[src/verilog/usb_txn_pkg.sv]
`default_nettype none

package usb_txn_pkg;

  // Serializer timing: one bus bit every ten system clock cycles
  localparam int BIT_CYCLES = 10;
  localparam int BIT_HALF = BIT_CYCLES / 2;

  // Bit counts within a packet
  localparam logic [3:0] BYTE_BITS = 4'h8;
  localparam logic [7:0] HSK_BITS = 8'h08;
  localparam logic [1:0] EOP_SE0_BITS = 2'h2;
  localparam logic [1:0] EOP_LAST = 2'h3;
  localparam logic [7:0] RX_WAIT_BITS = 8'h10;

  // Register offsets
  localparam logic [7:0] REG_CTRL = 8'h00;
  localparam logic [7:0] REG_TOKEN_LEN = 8'h01;
  localparam logic [7:0] REG_DATA_LEN = 8'h02;
  localparam logic [7:0] REG_HSK_RESULT = 8'h03;
  localparam logic [7:0] REG_STATUS = 8'h04;
  localparam logic [1:0] BUF_REGION = 2'h1;

  // Buffer indices inside the shared buffer array
  localparam logic [5:0] TOKEN_BASE = 6'h00;
  localparam logic [5:0] DATA_BASE = 6'h20;

  // Control and status fields
  localparam int CTRL_START = 0;
  localparam int CTRL_DIR = 1;
  localparam int CTRL_ENC = 2;
  localparam int STAT_BUSY = 0;
  localparam int STAT_DONE = 1;
  localparam int STAT_PEER_END = 2;
  localparam int STAT_TIMEOUT = 3;

  // Output word layout and fixed words
  localparam int PORT_TX = 0;
  localparam logic [3:0] WORD_RELEASE = 4'h0;
  localparam logic [3:0] WORD_SE0 = 4'hE;
  localparam logic [3:0] WORD_IDLE_J = 4'h6;
  localparam logic [7:0] LEN_RESET = 8'h00;

  typedef enum logic [2:0] {
    S_IDLE, S_TX_SYNC, S_TX_BODY, S_TX_EOP, S_RX_WAIT, S_RX_SYNC, S_RX_BITS
  } state_t;

  typedef enum logic [1:0] {ph_token, ph_data, ph_ack, ph_hsk} phase_t;

endpackage

`default_nettype wire

[src/verilog/usb_bit_timer.sv]
`timescale 1ns/1ps
`default_nettype none

module usb_bit_timer #(
  parameter int PERIOD = usb_txn_pkg::BIT_CYCLES
) (
  input wire logic clock_i,
  input wire logic rstn_i,
  input wire logic ce_i,
  input wire logic run_i,
  input wire logic align_i,
  output logic tick_o
);

  localparam int CW = $clog2(PERIOD);
  localparam logic [CW-1:0] LAST = CW'(PERIOD - 1);
  localparam logic [CW-1:0] HALF = CW'(PERIOD / 2 - 1);

  logic [CW-1:0] count;

  // Realign to mid-bit on a receive edge, else free run while active
  always_ff @(posedge clock_i or negedge rstn_i)
  begin
    if (!rstn_i)
      count <= '0;
    else if (ce_i)
    begin
      if (!run_i)
        count <= LAST;
      else if (align_i)
        count <= HALF;
      else if (count == '0)
        count <= LAST;
      else
        count <= count - 1'b1;
    end
  end

  assign tick_o = ce_i && run_i && !align_i && (count == '0);

endmodule

`default_nettype wire

[src/verilog/usb_txn_engine.sv]
// Behaviour
// - Handshake after host data is stored as one byte, first bit in MSB.
// - Direction setting selects transmit or receive for the data stage.
// - Encoding indicator is stored for software only, never used.
// - Transaction opens with sync, token bits, end-of-packet.
// - Data receive releases bus, waits sync, then captures bits.
// - SE0 ends reception; then check whether packet was a handshake.
// - Data transmit sends sync, data bits, end-of-packet like token.
// - After host data, wait for sync and record one handshake byte.
// - After received data of other than eight bits send sync, ACK byte, end-of-packet.
// - Handshake instead of data ends transaction with no host handshake.
// - One bus bit every ten clock cycles during transmission.
// - Bytes fetched from consecutive addresses, MSB first, every 8 bits.
// - Word: bit0 transmit, bits1-2 drive enable, bit3 SE0 enable.
// - Bit counter loaded with length, decremented per bit, stops at zero.
// - Drive enable stays set for every bit of a transmitted packet.
// - Received stuffed bits are stored and counted as plain bits.
// - Receive adds received bits to data length, fills bytes MSB first.
// - Token and transmit data lengths count down to zero.
`timescale 1ns/1ps
`default_nettype none

module usb_txn_engine #(
  parameter int BUF_BYTES = 32,
  parameter logic [7:0] SYNC_PATTERN = 8'h54,
  parameter logic [7:0] ACK_PATTERN = 8'hD7
) (
  input wire logic clock_i,
  input wire logic rstn_i,
  input wire logic ce_i,
  input wire logic [7:0] addr_i,
  input wire logic [7:0] wdata_i,
  input wire logic wr_i,
  input wire logic rd_i,
  output logic [7:0] rdata_o,
  input wire logic dplus_i,
  input wire logic dminus_i,
  output logic [3:0] bus_output_port_o
);

  localparam int AW = $clog2(2 * BUF_BYTES);

  usb_txn_pkg::state_t st;
  usb_txn_pkg::phase_t phase;
  logic [7:0] buf_mem [2*BUF_BYTES];
  logic [1:0] dp_meta, dm_meta;
  logic dp, dm, k_line, se0_line, tick, prev_k;
  logic dir_rx, enc_flag, done, peer_end, timeout;
  logic [7:0] tok_len, data_len, hsk, shift, shift_in, rx_bits, wait_cnt;
  logic [7:0] cur_len, rx_word;
  logic [3:0] cnt;
  logic [2:0] bitpos;
  logic [1:0] eop_cnt;
  logic [AW-1:0] ptr;
  logic start, idle, rx_we;

  function automatic logic is_buf(input logic [7:0] a);
    return a[7:6] == usb_txn_pkg::BUF_REGION;
  endfunction

  assign idle = (st == usb_txn_pkg::S_IDLE);
  assign start = wr_i && idle && (addr_i == usb_txn_pkg::REG_CTRL)
    && wdata_i[usb_txn_pkg::CTRL_START];
  assign k_line = dp && !dm;
  assign se0_line = !dp && !dm;
  assign cur_len = (phase == usb_txn_pkg::ph_token) ? tok_len : data_len;
  // Received byte write, partial last byte left aligned
  assign rx_we = tick && (st == usb_txn_pkg::S_RX_BITS)
    && (phase == usb_txn_pkg::ph_data)
    && (se0_line ? (bitpos != 3'h0) : (bitpos == 3'h7));
  assign rx_word = se0_line ? (shift_in << (4'h8 - {1'b0, bitpos}))
    : {shift_in[6:0], dp};

  usb_bit_timer #(.PERIOD(usb_txn_pkg::BIT_CYCLES)) u_timer (
    .clock_i(clock_i),
    .rstn_i(rstn_i),
    .ce_i(ce_i),
    .run_i(!idle),
    .align_i((st == usb_txn_pkg::S_RX_WAIT) && k_line),
    .tick_o(tick)
  );

  // Line inputs cross into the clock domain
  always_ff @(posedge clock_i or negedge rstn_i)
  begin
    if (!rstn_i)
    begin
      dp_meta <= 2'h0;
      // Idle line is J with D- high, so no false SE0 follows reset
      dm_meta <= 2'h3;
    end
    else if (ce_i)
    begin
      dp_meta <= {dp_meta[0], dplus_i};
      dm_meta <= {dm_meta[0], dminus_i};
    end
  end
  assign dp = dp_meta[1];
  assign dm = dm_meta[1];

  // Software settings; encoding flag kept for readback only
  always_ff @(posedge clock_i or negedge rstn_i)
  begin
    if (!rstn_i)
    begin
      dir_rx <= 1'b0;
      enc_flag <= 1'b0;
    end
    else if (ce_i && wr_i && idle && addr_i == usb_txn_pkg::REG_CTRL)
    begin
      dir_rx <= wdata_i[usb_txn_pkg::CTRL_DIR];
      enc_flag <= wdata_i[usb_txn_pkg::CTRL_ENC];
    end
  end

  // Buffer array: software writes while idle, engine writes received bytes
  always_ff @(posedge clock_i)
  begin
    if (ce_i)
    begin
      if (rx_we)
        buf_mem[ptr] <= rx_word;
      else if (wr_i && idle && is_buf(addr_i))
        buf_mem[addr_i[AW-1:0]] <= wdata_i;
    end
  end

  // Read data valid in the cycle after the strobe
  always_ff @(posedge clock_i or negedge rstn_i)
  begin
    if (!rstn_i)
      rdata_o <= 8'h00;
    else if (ce_i)
    begin
      if (!rd_i)
        rdata_o <= 8'h00;
      else if (is_buf(addr_i))
        rdata_o <= buf_mem[addr_i[AW-1:0]];
      else
        unique case (addr_i)
          usb_txn_pkg::REG_CTRL: rdata_o <= {5'h00, enc_flag, dir_rx, 1'b0};
          usb_txn_pkg::REG_TOKEN_LEN: rdata_o <= tok_len;
          usb_txn_pkg::REG_DATA_LEN: rdata_o <= data_len;
          usb_txn_pkg::REG_HSK_RESULT: rdata_o <= hsk;
          usb_txn_pkg::REG_STATUS:
            rdata_o <= {4'h0, timeout, peer_end, done, !idle};
          default: rdata_o <= 8'h00;
        endcase
    end
  end

  // Transaction sequencer
  always_ff @(posedge clock_i or negedge rstn_i)
  begin
    if (!rstn_i)
    begin
      st <= usb_txn_pkg::S_IDLE;
      phase <= usb_txn_pkg::ph_token;
      bus_output_port_o <= usb_txn_pkg::WORD_RELEASE;
      tok_len <= usb_txn_pkg::LEN_RESET;
      data_len <= usb_txn_pkg::LEN_RESET;
      hsk <= 8'h00;
      shift <= 8'h00;
      shift_in <= 8'h00;
      rx_bits <= 8'h00;
      wait_cnt <= 8'h00;
      cnt <= 4'h0;
      bitpos <= 3'h0;
      eop_cnt <= 2'h0;
      ptr <= '0;
      prev_k <= 1'b0;
      done <= 1'b0;
      peer_end <= 1'b0;
      timeout <= 1'b0;
    end
    else if (ce_i)
    begin
      if (idle)
      begin
        if (wr_i && addr_i == usb_txn_pkg::REG_TOKEN_LEN)
          tok_len <= wdata_i;
        if (wr_i && addr_i == usb_txn_pkg::REG_DATA_LEN)
          data_len <= wdata_i;
        if (start)
        begin
          st <= usb_txn_pkg::S_TX_SYNC;
          phase <= usb_txn_pkg::ph_token;
          shift <= SYNC_PATTERN;
          cnt <= usb_txn_pkg::BYTE_BITS;
          ptr <= AW'(usb_txn_pkg::TOKEN_BASE);
          hsk <= 8'h00;
          done <= 1'b0;
          peer_end <= 1'b0;
          timeout <= 1'b0;
        end
      end
      else if (tick)
      begin
        unique case (st)
          usb_txn_pkg::S_TX_SYNC:
          begin
            bus_output_port_o <= {3'b011, shift[7]};
            shift <= shift << 1;
            cnt <= cnt - 4'h1;
            if (cnt == 4'h1)
            begin
              eop_cnt <= 2'h0;
              bitpos <= 3'h0;
              if (phase == usb_txn_pkg::ph_ack)
              begin
                shift <= ACK_PATTERN;
                cnt <= usb_txn_pkg::BYTE_BITS;
                st <= usb_txn_pkg::S_TX_BODY;
              end
              else if (cur_len == 8'h00)
                st <= usb_txn_pkg::S_TX_EOP;
              else
              begin
                shift <= buf_mem[ptr];
                ptr <= ptr + 1'b1;
                st <= usb_txn_pkg::S_TX_BODY;
              end
            end
          end
          usb_txn_pkg::S_TX_BODY:
          begin
            bus_output_port_o <= {3'b011, shift[7]};
            shift <= shift << 1;
            if (phase == usb_txn_pkg::ph_ack)
            begin
              cnt <= cnt - 4'h1;
              if (cnt == 4'h1)
                st <= usb_txn_pkg::S_TX_EOP;
            end
            else
            begin
              if (phase == usb_txn_pkg::ph_token)
                tok_len <= tok_len - 8'h01;
              else
                data_len <= data_len - 8'h01;
              bitpos <= bitpos + 3'h1;
              if (bitpos == 3'h7)
              begin
                shift <= buf_mem[ptr];
                ptr <= ptr + 1'b1;
              end
              if (cur_len == 8'h01)
                st <= usb_txn_pkg::S_TX_EOP;
            end
          end
          usb_txn_pkg::S_TX_EOP:
          begin
            eop_cnt <= eop_cnt + 2'h1;
            if (eop_cnt < usb_txn_pkg::EOP_SE0_BITS)
              bus_output_port_o <= usb_txn_pkg::WORD_SE0;
            else if (eop_cnt == usb_txn_pkg::EOP_SE0_BITS)
              bus_output_port_o <= usb_txn_pkg::WORD_IDLE_J;
            else
            begin
              bus_output_port_o <= usb_txn_pkg::WORD_RELEASE;
              wait_cnt <= 8'h00;
              rx_bits <= 8'h00;
              bitpos <= 3'h0;
              unique case (phase)
                usb_txn_pkg::ph_token:
                begin
                  phase <= usb_txn_pkg::ph_data;
                  if (dir_rx)
                  begin
                    st <= usb_txn_pkg::S_RX_WAIT;
                    ptr <= AW'(usb_txn_pkg::DATA_BASE);
                  end
                  else
                  begin
                    st <= usb_txn_pkg::S_TX_SYNC;
                    shift <= SYNC_PATTERN;
                    cnt <= usb_txn_pkg::BYTE_BITS;
                    ptr <= AW'(usb_txn_pkg::DATA_BASE);
                  end
                end
                usb_txn_pkg::ph_data:
                begin
                  phase <= usb_txn_pkg::ph_hsk;
                  st <= usb_txn_pkg::S_RX_WAIT;
                end
                usb_txn_pkg::ph_ack, usb_txn_pkg::ph_hsk:
                begin
                  st <= usb_txn_pkg::S_IDLE;
                  done <= 1'b1;
                end
              endcase
            end
          end
          usb_txn_pkg::S_RX_WAIT:
          begin
            wait_cnt <= wait_cnt + 8'h01;
            if (wait_cnt == usb_txn_pkg::RX_WAIT_BITS - 8'h01)
            begin
              st <= usb_txn_pkg::S_IDLE;
              timeout <= 1'b1;
              done <= 1'b1;
            end
          end
          usb_txn_pkg::S_RX_SYNC:
          begin
            prev_k <= k_line;
            if (k_line && prev_k)
              st <= usb_txn_pkg::S_RX_BITS;
          end
          usb_txn_pkg::S_RX_BITS:
          begin
            if (se0_line)
            begin
              if (phase == usb_txn_pkg::ph_hsk)
              begin
                st <= usb_txn_pkg::S_IDLE;
                done <= 1'b1;
              end
              else if (rx_bits == usb_txn_pkg::HSK_BITS)
              begin
                st <= usb_txn_pkg::S_IDLE;
                peer_end <= 1'b1;
                done <= 1'b1;
              end
              else
              begin
                phase <= usb_txn_pkg::ph_ack;
                st <= usb_txn_pkg::S_TX_SYNC;
                shift <= SYNC_PATTERN;
                cnt <= usb_txn_pkg::BYTE_BITS;
              end
            end
            else
            begin
              rx_bits <= rx_bits + 8'h01;
              shift_in <= {shift_in[6:0], dp};
              bitpos <= bitpos + 3'h1;
              if (phase == usb_txn_pkg::ph_data)
              begin
                data_len <= data_len + 8'h01;
                if (bitpos == 3'h7)
                  ptr <= ptr + 1'b1;
              end
              else if (rx_bits < usb_txn_pkg::HSK_BITS)
                hsk <= {hsk[6:0], dp};
            end
          end
          default: st <= usb_txn_pkg::S_IDLE;
        endcase
      end
      else if (st == usb_txn_pkg::S_RX_WAIT && k_line)
      begin
        st <= usb_txn_pkg::S_RX_SYNC;
        prev_k <= 1'b0;
      end
    end
  end

  AST_TOKEN_FIRST: assert property (@(posedge clock_i) disable iff (!rstn_i)
    start && ce_i |=> st == usb_txn_pkg::S_TX_SYNC
      && phase == usb_txn_pkg::ph_token)
    else $error("transaction did not open with token sync");

  AST_BIT_PERIOD: assert property (@(posedge clock_i) disable iff (!rstn_i)
    tick && ce_i && st == usb_txn_pkg::S_TX_BODY && cur_len > 8'h01
      && phase != usb_txn_pkg::ph_ack
    |=> (!tick)[*8] ##1 !tick ##1 tick)
    else $error("transmit bit spacing is not ten cycles");

  AST_EN_HELD: assert property (@(posedge clock_i) disable iff (!rstn_i)
    st == usb_txn_pkg::S_TX_BODY |-> bus_output_port_o[2:1] == 2'b11
      && !bus_output_port_o[3])
    else $error("drive enable dropped inside a packet");

  AST_LEN_DEC: assert property (@(posedge clock_i) disable iff (!rstn_i)
    tick && ce_i && st == usb_txn_pkg::S_TX_BODY
      && phase == usb_txn_pkg::ph_token
    |=> tok_len == $past(tok_len) - 8'h01)
    else $error("token length not decremented per bit");

  AST_BYTE_FETCH: assert property (@(posedge clock_i) disable iff (!rstn_i)
    tick && ce_i && st == usb_txn_pkg::S_TX_BODY && bitpos == 3'h7
      && phase != usb_txn_pkg::ph_ack
    |=> ptr == $past(ptr) + 1'b1)
    else $error("next byte not fetched after eight bits");

  AST_EOP_SE0: assert property (@(posedge clock_i) disable iff (!rstn_i)
    tick && ce_i && st == usb_txn_pkg::S_TX_EOP && eop_cnt == 2'h0
    |=> bus_output_port_o == usb_txn_pkg::WORD_SE0)
    else $error("end-of-packet did not drive SE0");

  AST_RX_RELEASE: assert property (@(posedge clock_i) disable iff (!rstn_i)
    st == usb_txn_pkg::S_RX_WAIT || st == usb_txn_pkg::S_RX_BITS
    |-> bus_output_port_o == usb_txn_pkg::WORD_RELEASE)
    else $error("bus driven while receiving");

  AST_RX_LEN_INC: assert property (@(posedge clock_i) disable iff (!rstn_i)
    tick && ce_i && st == usb_txn_pkg::S_RX_BITS && !se0_line
      && phase == usb_txn_pkg::ph_data
    |=> data_len == $past(data_len) + 8'h01)
    else $error("data length not increased per received bit");

  AST_ACK_AFTER_RX: assert property (@(posedge clock_i) disable iff (!rstn_i)
    tick && ce_i && st == usb_txn_pkg::S_RX_BITS && se0_line
      && phase == usb_txn_pkg::ph_data && rx_bits != usb_txn_pkg::HSK_BITS
    |=> st == usb_txn_pkg::S_TX_SYNC && phase == usb_txn_pkg::ph_ack)
    else $error("no ACK after received data");

  AST_PEER_END: assert property (@(posedge clock_i) disable iff (!rstn_i)
    $rose(peer_end) |-> idle && done)
    else $error("host continued after peer handshake");

  AST_DIR_RX: assert property (@(posedge clock_i) disable iff (!rstn_i)
    tick && ce_i && st == usb_txn_pkg::S_TX_EOP && eop_cnt == 2'h3
      && phase == usb_txn_pkg::ph_token && dir_rx
    |=> st == usb_txn_pkg::S_RX_WAIT)
    else $error("receive direction did not release for data");

  COV_TX_DONE: cover property (@(posedge clock_i) disable iff (!rstn_i)
    phase == usb_txn_pkg::ph_hsk && $rose(done));
  COV_RX_ACK: cover property (@(posedge clock_i) disable iff (!rstn_i)
    phase == usb_txn_pkg::ph_ack && st == usb_txn_pkg::S_TX_BODY);
  COV_PEER_END: cover property (@(posedge clock_i) disable iff (!rstn_i)
    $rose(peer_end));

endmodule

`default_nettype wire

[config.mk]
export PLATFORM = sky130hd
export DESIGN_NAME = usb_txn_engine
export DESIGN_NICKNAME = d
export VERILOG_FILES = /design/src/verilog/usb_txn_pkg.sv /design/src/verilog/usb_bit_timer.sv /design/src/verilog/usb_txn_engine.sv
export SDC_FILE = /design/constraint.sdc
export NUM_CORES = 1
export LEC_CHECK = 0
export BUFFER_PORTS_ARGS = -buffer_cell sky130_fd_sc_hd__buf_2
export CAP_MARGIN = 20
export CORE_ASPECT_RATIO = 1.4
export CORE_UTILIZATION = 45
export DETAILED_ROUTE_END_ITERATION = 10
export PLACE_DENSITY_LB_ADDON = 0.08
export SLEW_MARGIN = 20
export SYNTH_ARGS = -nofsm -noshare
export SYNTH_HDL_FRONTEND = slang
export SYNTH_SLANG_ARGS = --single-unit
[constraint.sdc]
create_clock -name clock_i -period 12.5 [get_ports clock_i]
set_input_delay 1.25 -clock clock_i [delete_from_list [all_inputs] [get_ports clock_i]]
set_output_delay 1.25 -clock clock_i [all_outputs]
set_load 0.05 [all_outputs]
==> out/results.ini <==
[outcome]
run_status = complete, no violations

[finish]
final_cell_mix = edfxtp_1, mux4_2, nor2_1
drive_gt1_share_pct = 26.8
nFillCells = 5533
antenna_cells = 0
area_delta_synth_final_pct = 10.0
nets = 1971
final_common_cell = edfxtp_1

[setup_path]
critPathBufInv = 2
cp-start-kind = register
end_kind = register
max_stage_delay_ps = 830
path_cells = buf_4 > buf_4 > nand2_1 > o21ai_0 > nand3_1 > nor2_1
ff2ff_setup_slack_ps = 7700
cpLargestDelayFamily = simple AND/OR/NAND/NOR gates
cp_max_fo = 56
crit_arrival_ps = 5040
cp_common_cell = buf_4
critPathKind = register to register
cp.required_ps = 12740
reg2reg_depth = 6
cp_slowest_cell = nor2_1
reg2reg_to = buf_mem[22][0]
path_depth = 6
r2r-start = ptr[1]

[floorplan]
dieArea_mm2 = 0.0690
start_util_pct = 45.6
die_w_um = 222
ios = 35
core_area_mm2 = 0.0670
num_rows = 112
die_h_um = 310

[synthesis]
async_flop_share_pct = 16.5
syn-mean-instance-area_um2 = 15.9
post-synth-top-area-cell = edfxtp_1
synth_cell_type_count = 83
synth.net_count = 1962
ys_ff_latch = 613
synth_edf_count = 512
synthesis.area_mm2 = 0.0306
post_synth_main_area_contributors = edfxtp_1, mux4_2, dfrtp_1
ys.flop_type = edfxtp_1
synth_top_area_share_pct = 50.3
syn_inst = 1918
yosys_warnings = 0
yosysSeqAreaShare_pct = 58.6

[timing]
hold_viol = 0
relSlewSlack_pct = 26.4
finalSetupViolations = 0
fin_skew_ps = 24.1
finalMaxSlewViolations = 0
rsz0062_at_grt = false
worst_pin_slew_ps = 1100
tns_ps = 0
fmax_mhz = 208
period_share_pct = 38.4
fin_crit_ps = 4800

[clock_network]
cts.clk_slew.worst_paths_ps = 60
clk_latency_ps = 630
postCtsSetupRepairBufs = 0
cts_repair_resize_count = 0
cts_sinks = 613
clockBufferDepth = 3
cts_buffers = 66
htreeDepth = 3
tritoncts = built
cts_root_buffer = clkbuf_16
ctsHoldBuffers = 0

[place]
port_buffers = 34
place_hpwl_um = 61400
place.gp.congestion = 0.909

[routing]
dr_total_vias = 18300
first_pass_iters = 5
post-route-drc-count = 0
viasPerCell = 6.46
wl_per_cell_um = 31.6
wl_um = 89600
drt-initial-drc-count = 1686
ant_nets = 0

[global_routing]
grt_max_degree = 81
grt_overflow = 0
grt_pass1_vias = 19000
grt_pass1_wl_um = 133000
grt_usage_pct = 26.7
antenna_found_initial = 1

[worst_hold_path]
hold_class = register to register
hold_path_depth = 2
hold_end = hsk[7]
hold_start = hsk[7]

[power_and_ir_drop]
irDropWorstVdd_v = 0.0000857
power_density_mw_per_mm2 = 129
p_total_mw = 4.34
leakagePower_nw = 12.2

[run]
drv_cap = 0

[worst reg2reg max path: cells and delay by family, from the launching register on]
| family | cells | cell delay (ps) |
|---|---|---|
| flops | 1 | 690 |
| compound gates | 1 | 370 |
| simple gates | 3 | 1810 |
| buf+inv | 2 | 1550 |
[flip-flops by register name, indices dropped and copies added, names as in the netlist, 3 cells and up]
signal,count
rdata_o,8
data_len,8
bitpos,3
hsk,8
u_timer.count,4
rx_bits,8
buf_mem,512
ptr,6
cnt,4
st,3
wait_cnt,8
bus_output_port_o,3
shift_in,8
tok_len,8
shift,8
[final cells by class]
| type | count | area, um^2 | area share, % |
|---|---|---|---|
| clock inverter | 38 | 335 | 0.997 |
| tap | 855 | 1070 | 3.18 |
| timing repair buffer | 69 | 468 | 1.39 |
| clock buffer | 80 | 1750 | 5.19 |
| sequential | 613 | 17900 | 53.3 |
| inverter | 31 | 116 | 0.346 |
| multi-input combinational | 1146 | 12000 | 35.6 |
[worst max path at each step]
stage | startpoint | end | slack, ps
4_1_cts | ptr[1] | buf_mem[22][6] | 7730
3_5_place_dp | ce_i | buf_mem[22][3] | 7280
5_1_grt | ptr[1] | buf_mem[23][3] | 7570
2_1_floorplan | addr_i[6] | buf_mem[0][1] | 7320
3_3_place_gp | ce_i | buf_mem[22][1] | 7390
6_report | ptr[1] | buf_mem[22][0] | 7700
[where the power goes]
part | switching (mW) | leakage (nW) | internal (mW) | total [mW]
logic | 0.120 | 4.07 | 0.0666 | 0.187
registers | 0.0249 | 7.13 | 2.21 | 2.23
clock network | 0.835 | 1.00 | 1.09 | 1.92
total | 0.980 | 12.2 | 3.36 | 4.34
[Yosys cell counts (all sizes together) (3+ instances only)]
cell type  number
nand4           6
and3            8
mux4          300
ha             20
buf            66
inv            29
nand2b         24
nor2b          18
or2             9
nor3b           4
a22oi          10
o22ai          18
o22a            3
a21o            6
clkbuf         62
a21oi          68
a221oi         15
nand2         129
or4             4
xnor2          11
a22o            5
o41ai           3
a311oi          4
nand3          23
mux2i          51
edfxtp        512
nor3           22
o21ai          78
and4            4
o21a            3
mux2           25
a211oi         11
o221ai          4
a31oi          19
nor2          161
xor2            5
nor4            9
and2            4
o31ai          15
nand3b          7
or3             6
dfrtp          99
a32o            4
[metal layers]
| layer | vias to the layer above | GRT usage [%] | share of wire, % | wire length [um] |
|---|---|---|---|---|
| met5 | - | 0 | 0.015 | 13 |
| met4 | 2 | 13.8 | 5.2 | 4630 |
| met3 | 181 | 3.40 | 5.1 | 4580 |
| met2 | 711 | 47.8 | 52 | 46900 |
| met1 | 9572 | 31.7 | 37 | 33500 |
| li1 | 7818 | - | - | - |
[metrics by stage]
step                instance area [um^2]  worst slack [ps]  cells  utilization (%)  hold WS (ps)
floorplan                          30600              7320   1918                -           444
global placement                   31600              7390   2714             47.1           466
detailed placement                 31600              7280   2714             47.1           479
CTS                                33600              7730   2832             50.2           491
global route                       33600              7570   2832             50.2           525
finish                             33600              7700   2832             50.2           486
[cells by family (layout without fill, tap and decap cells)]
family / count (synthesis) / after routing / share of synthesized area, %
xor gates and xnor gates: 16 / 16 / 0.458
and+or+nand+nor: 443 / 443 / 6.88
AOI/OAI and AO/OA: 290 / 290 / 6.09
adders and majority gates: 21 / 21 / 0.884
buffers and inverters: 159 / 218 / 2.45
muxes: 376 / 376 / 24.7
DFF: 613 / 613 / 58.6
(Power assumes the default switching activity.)
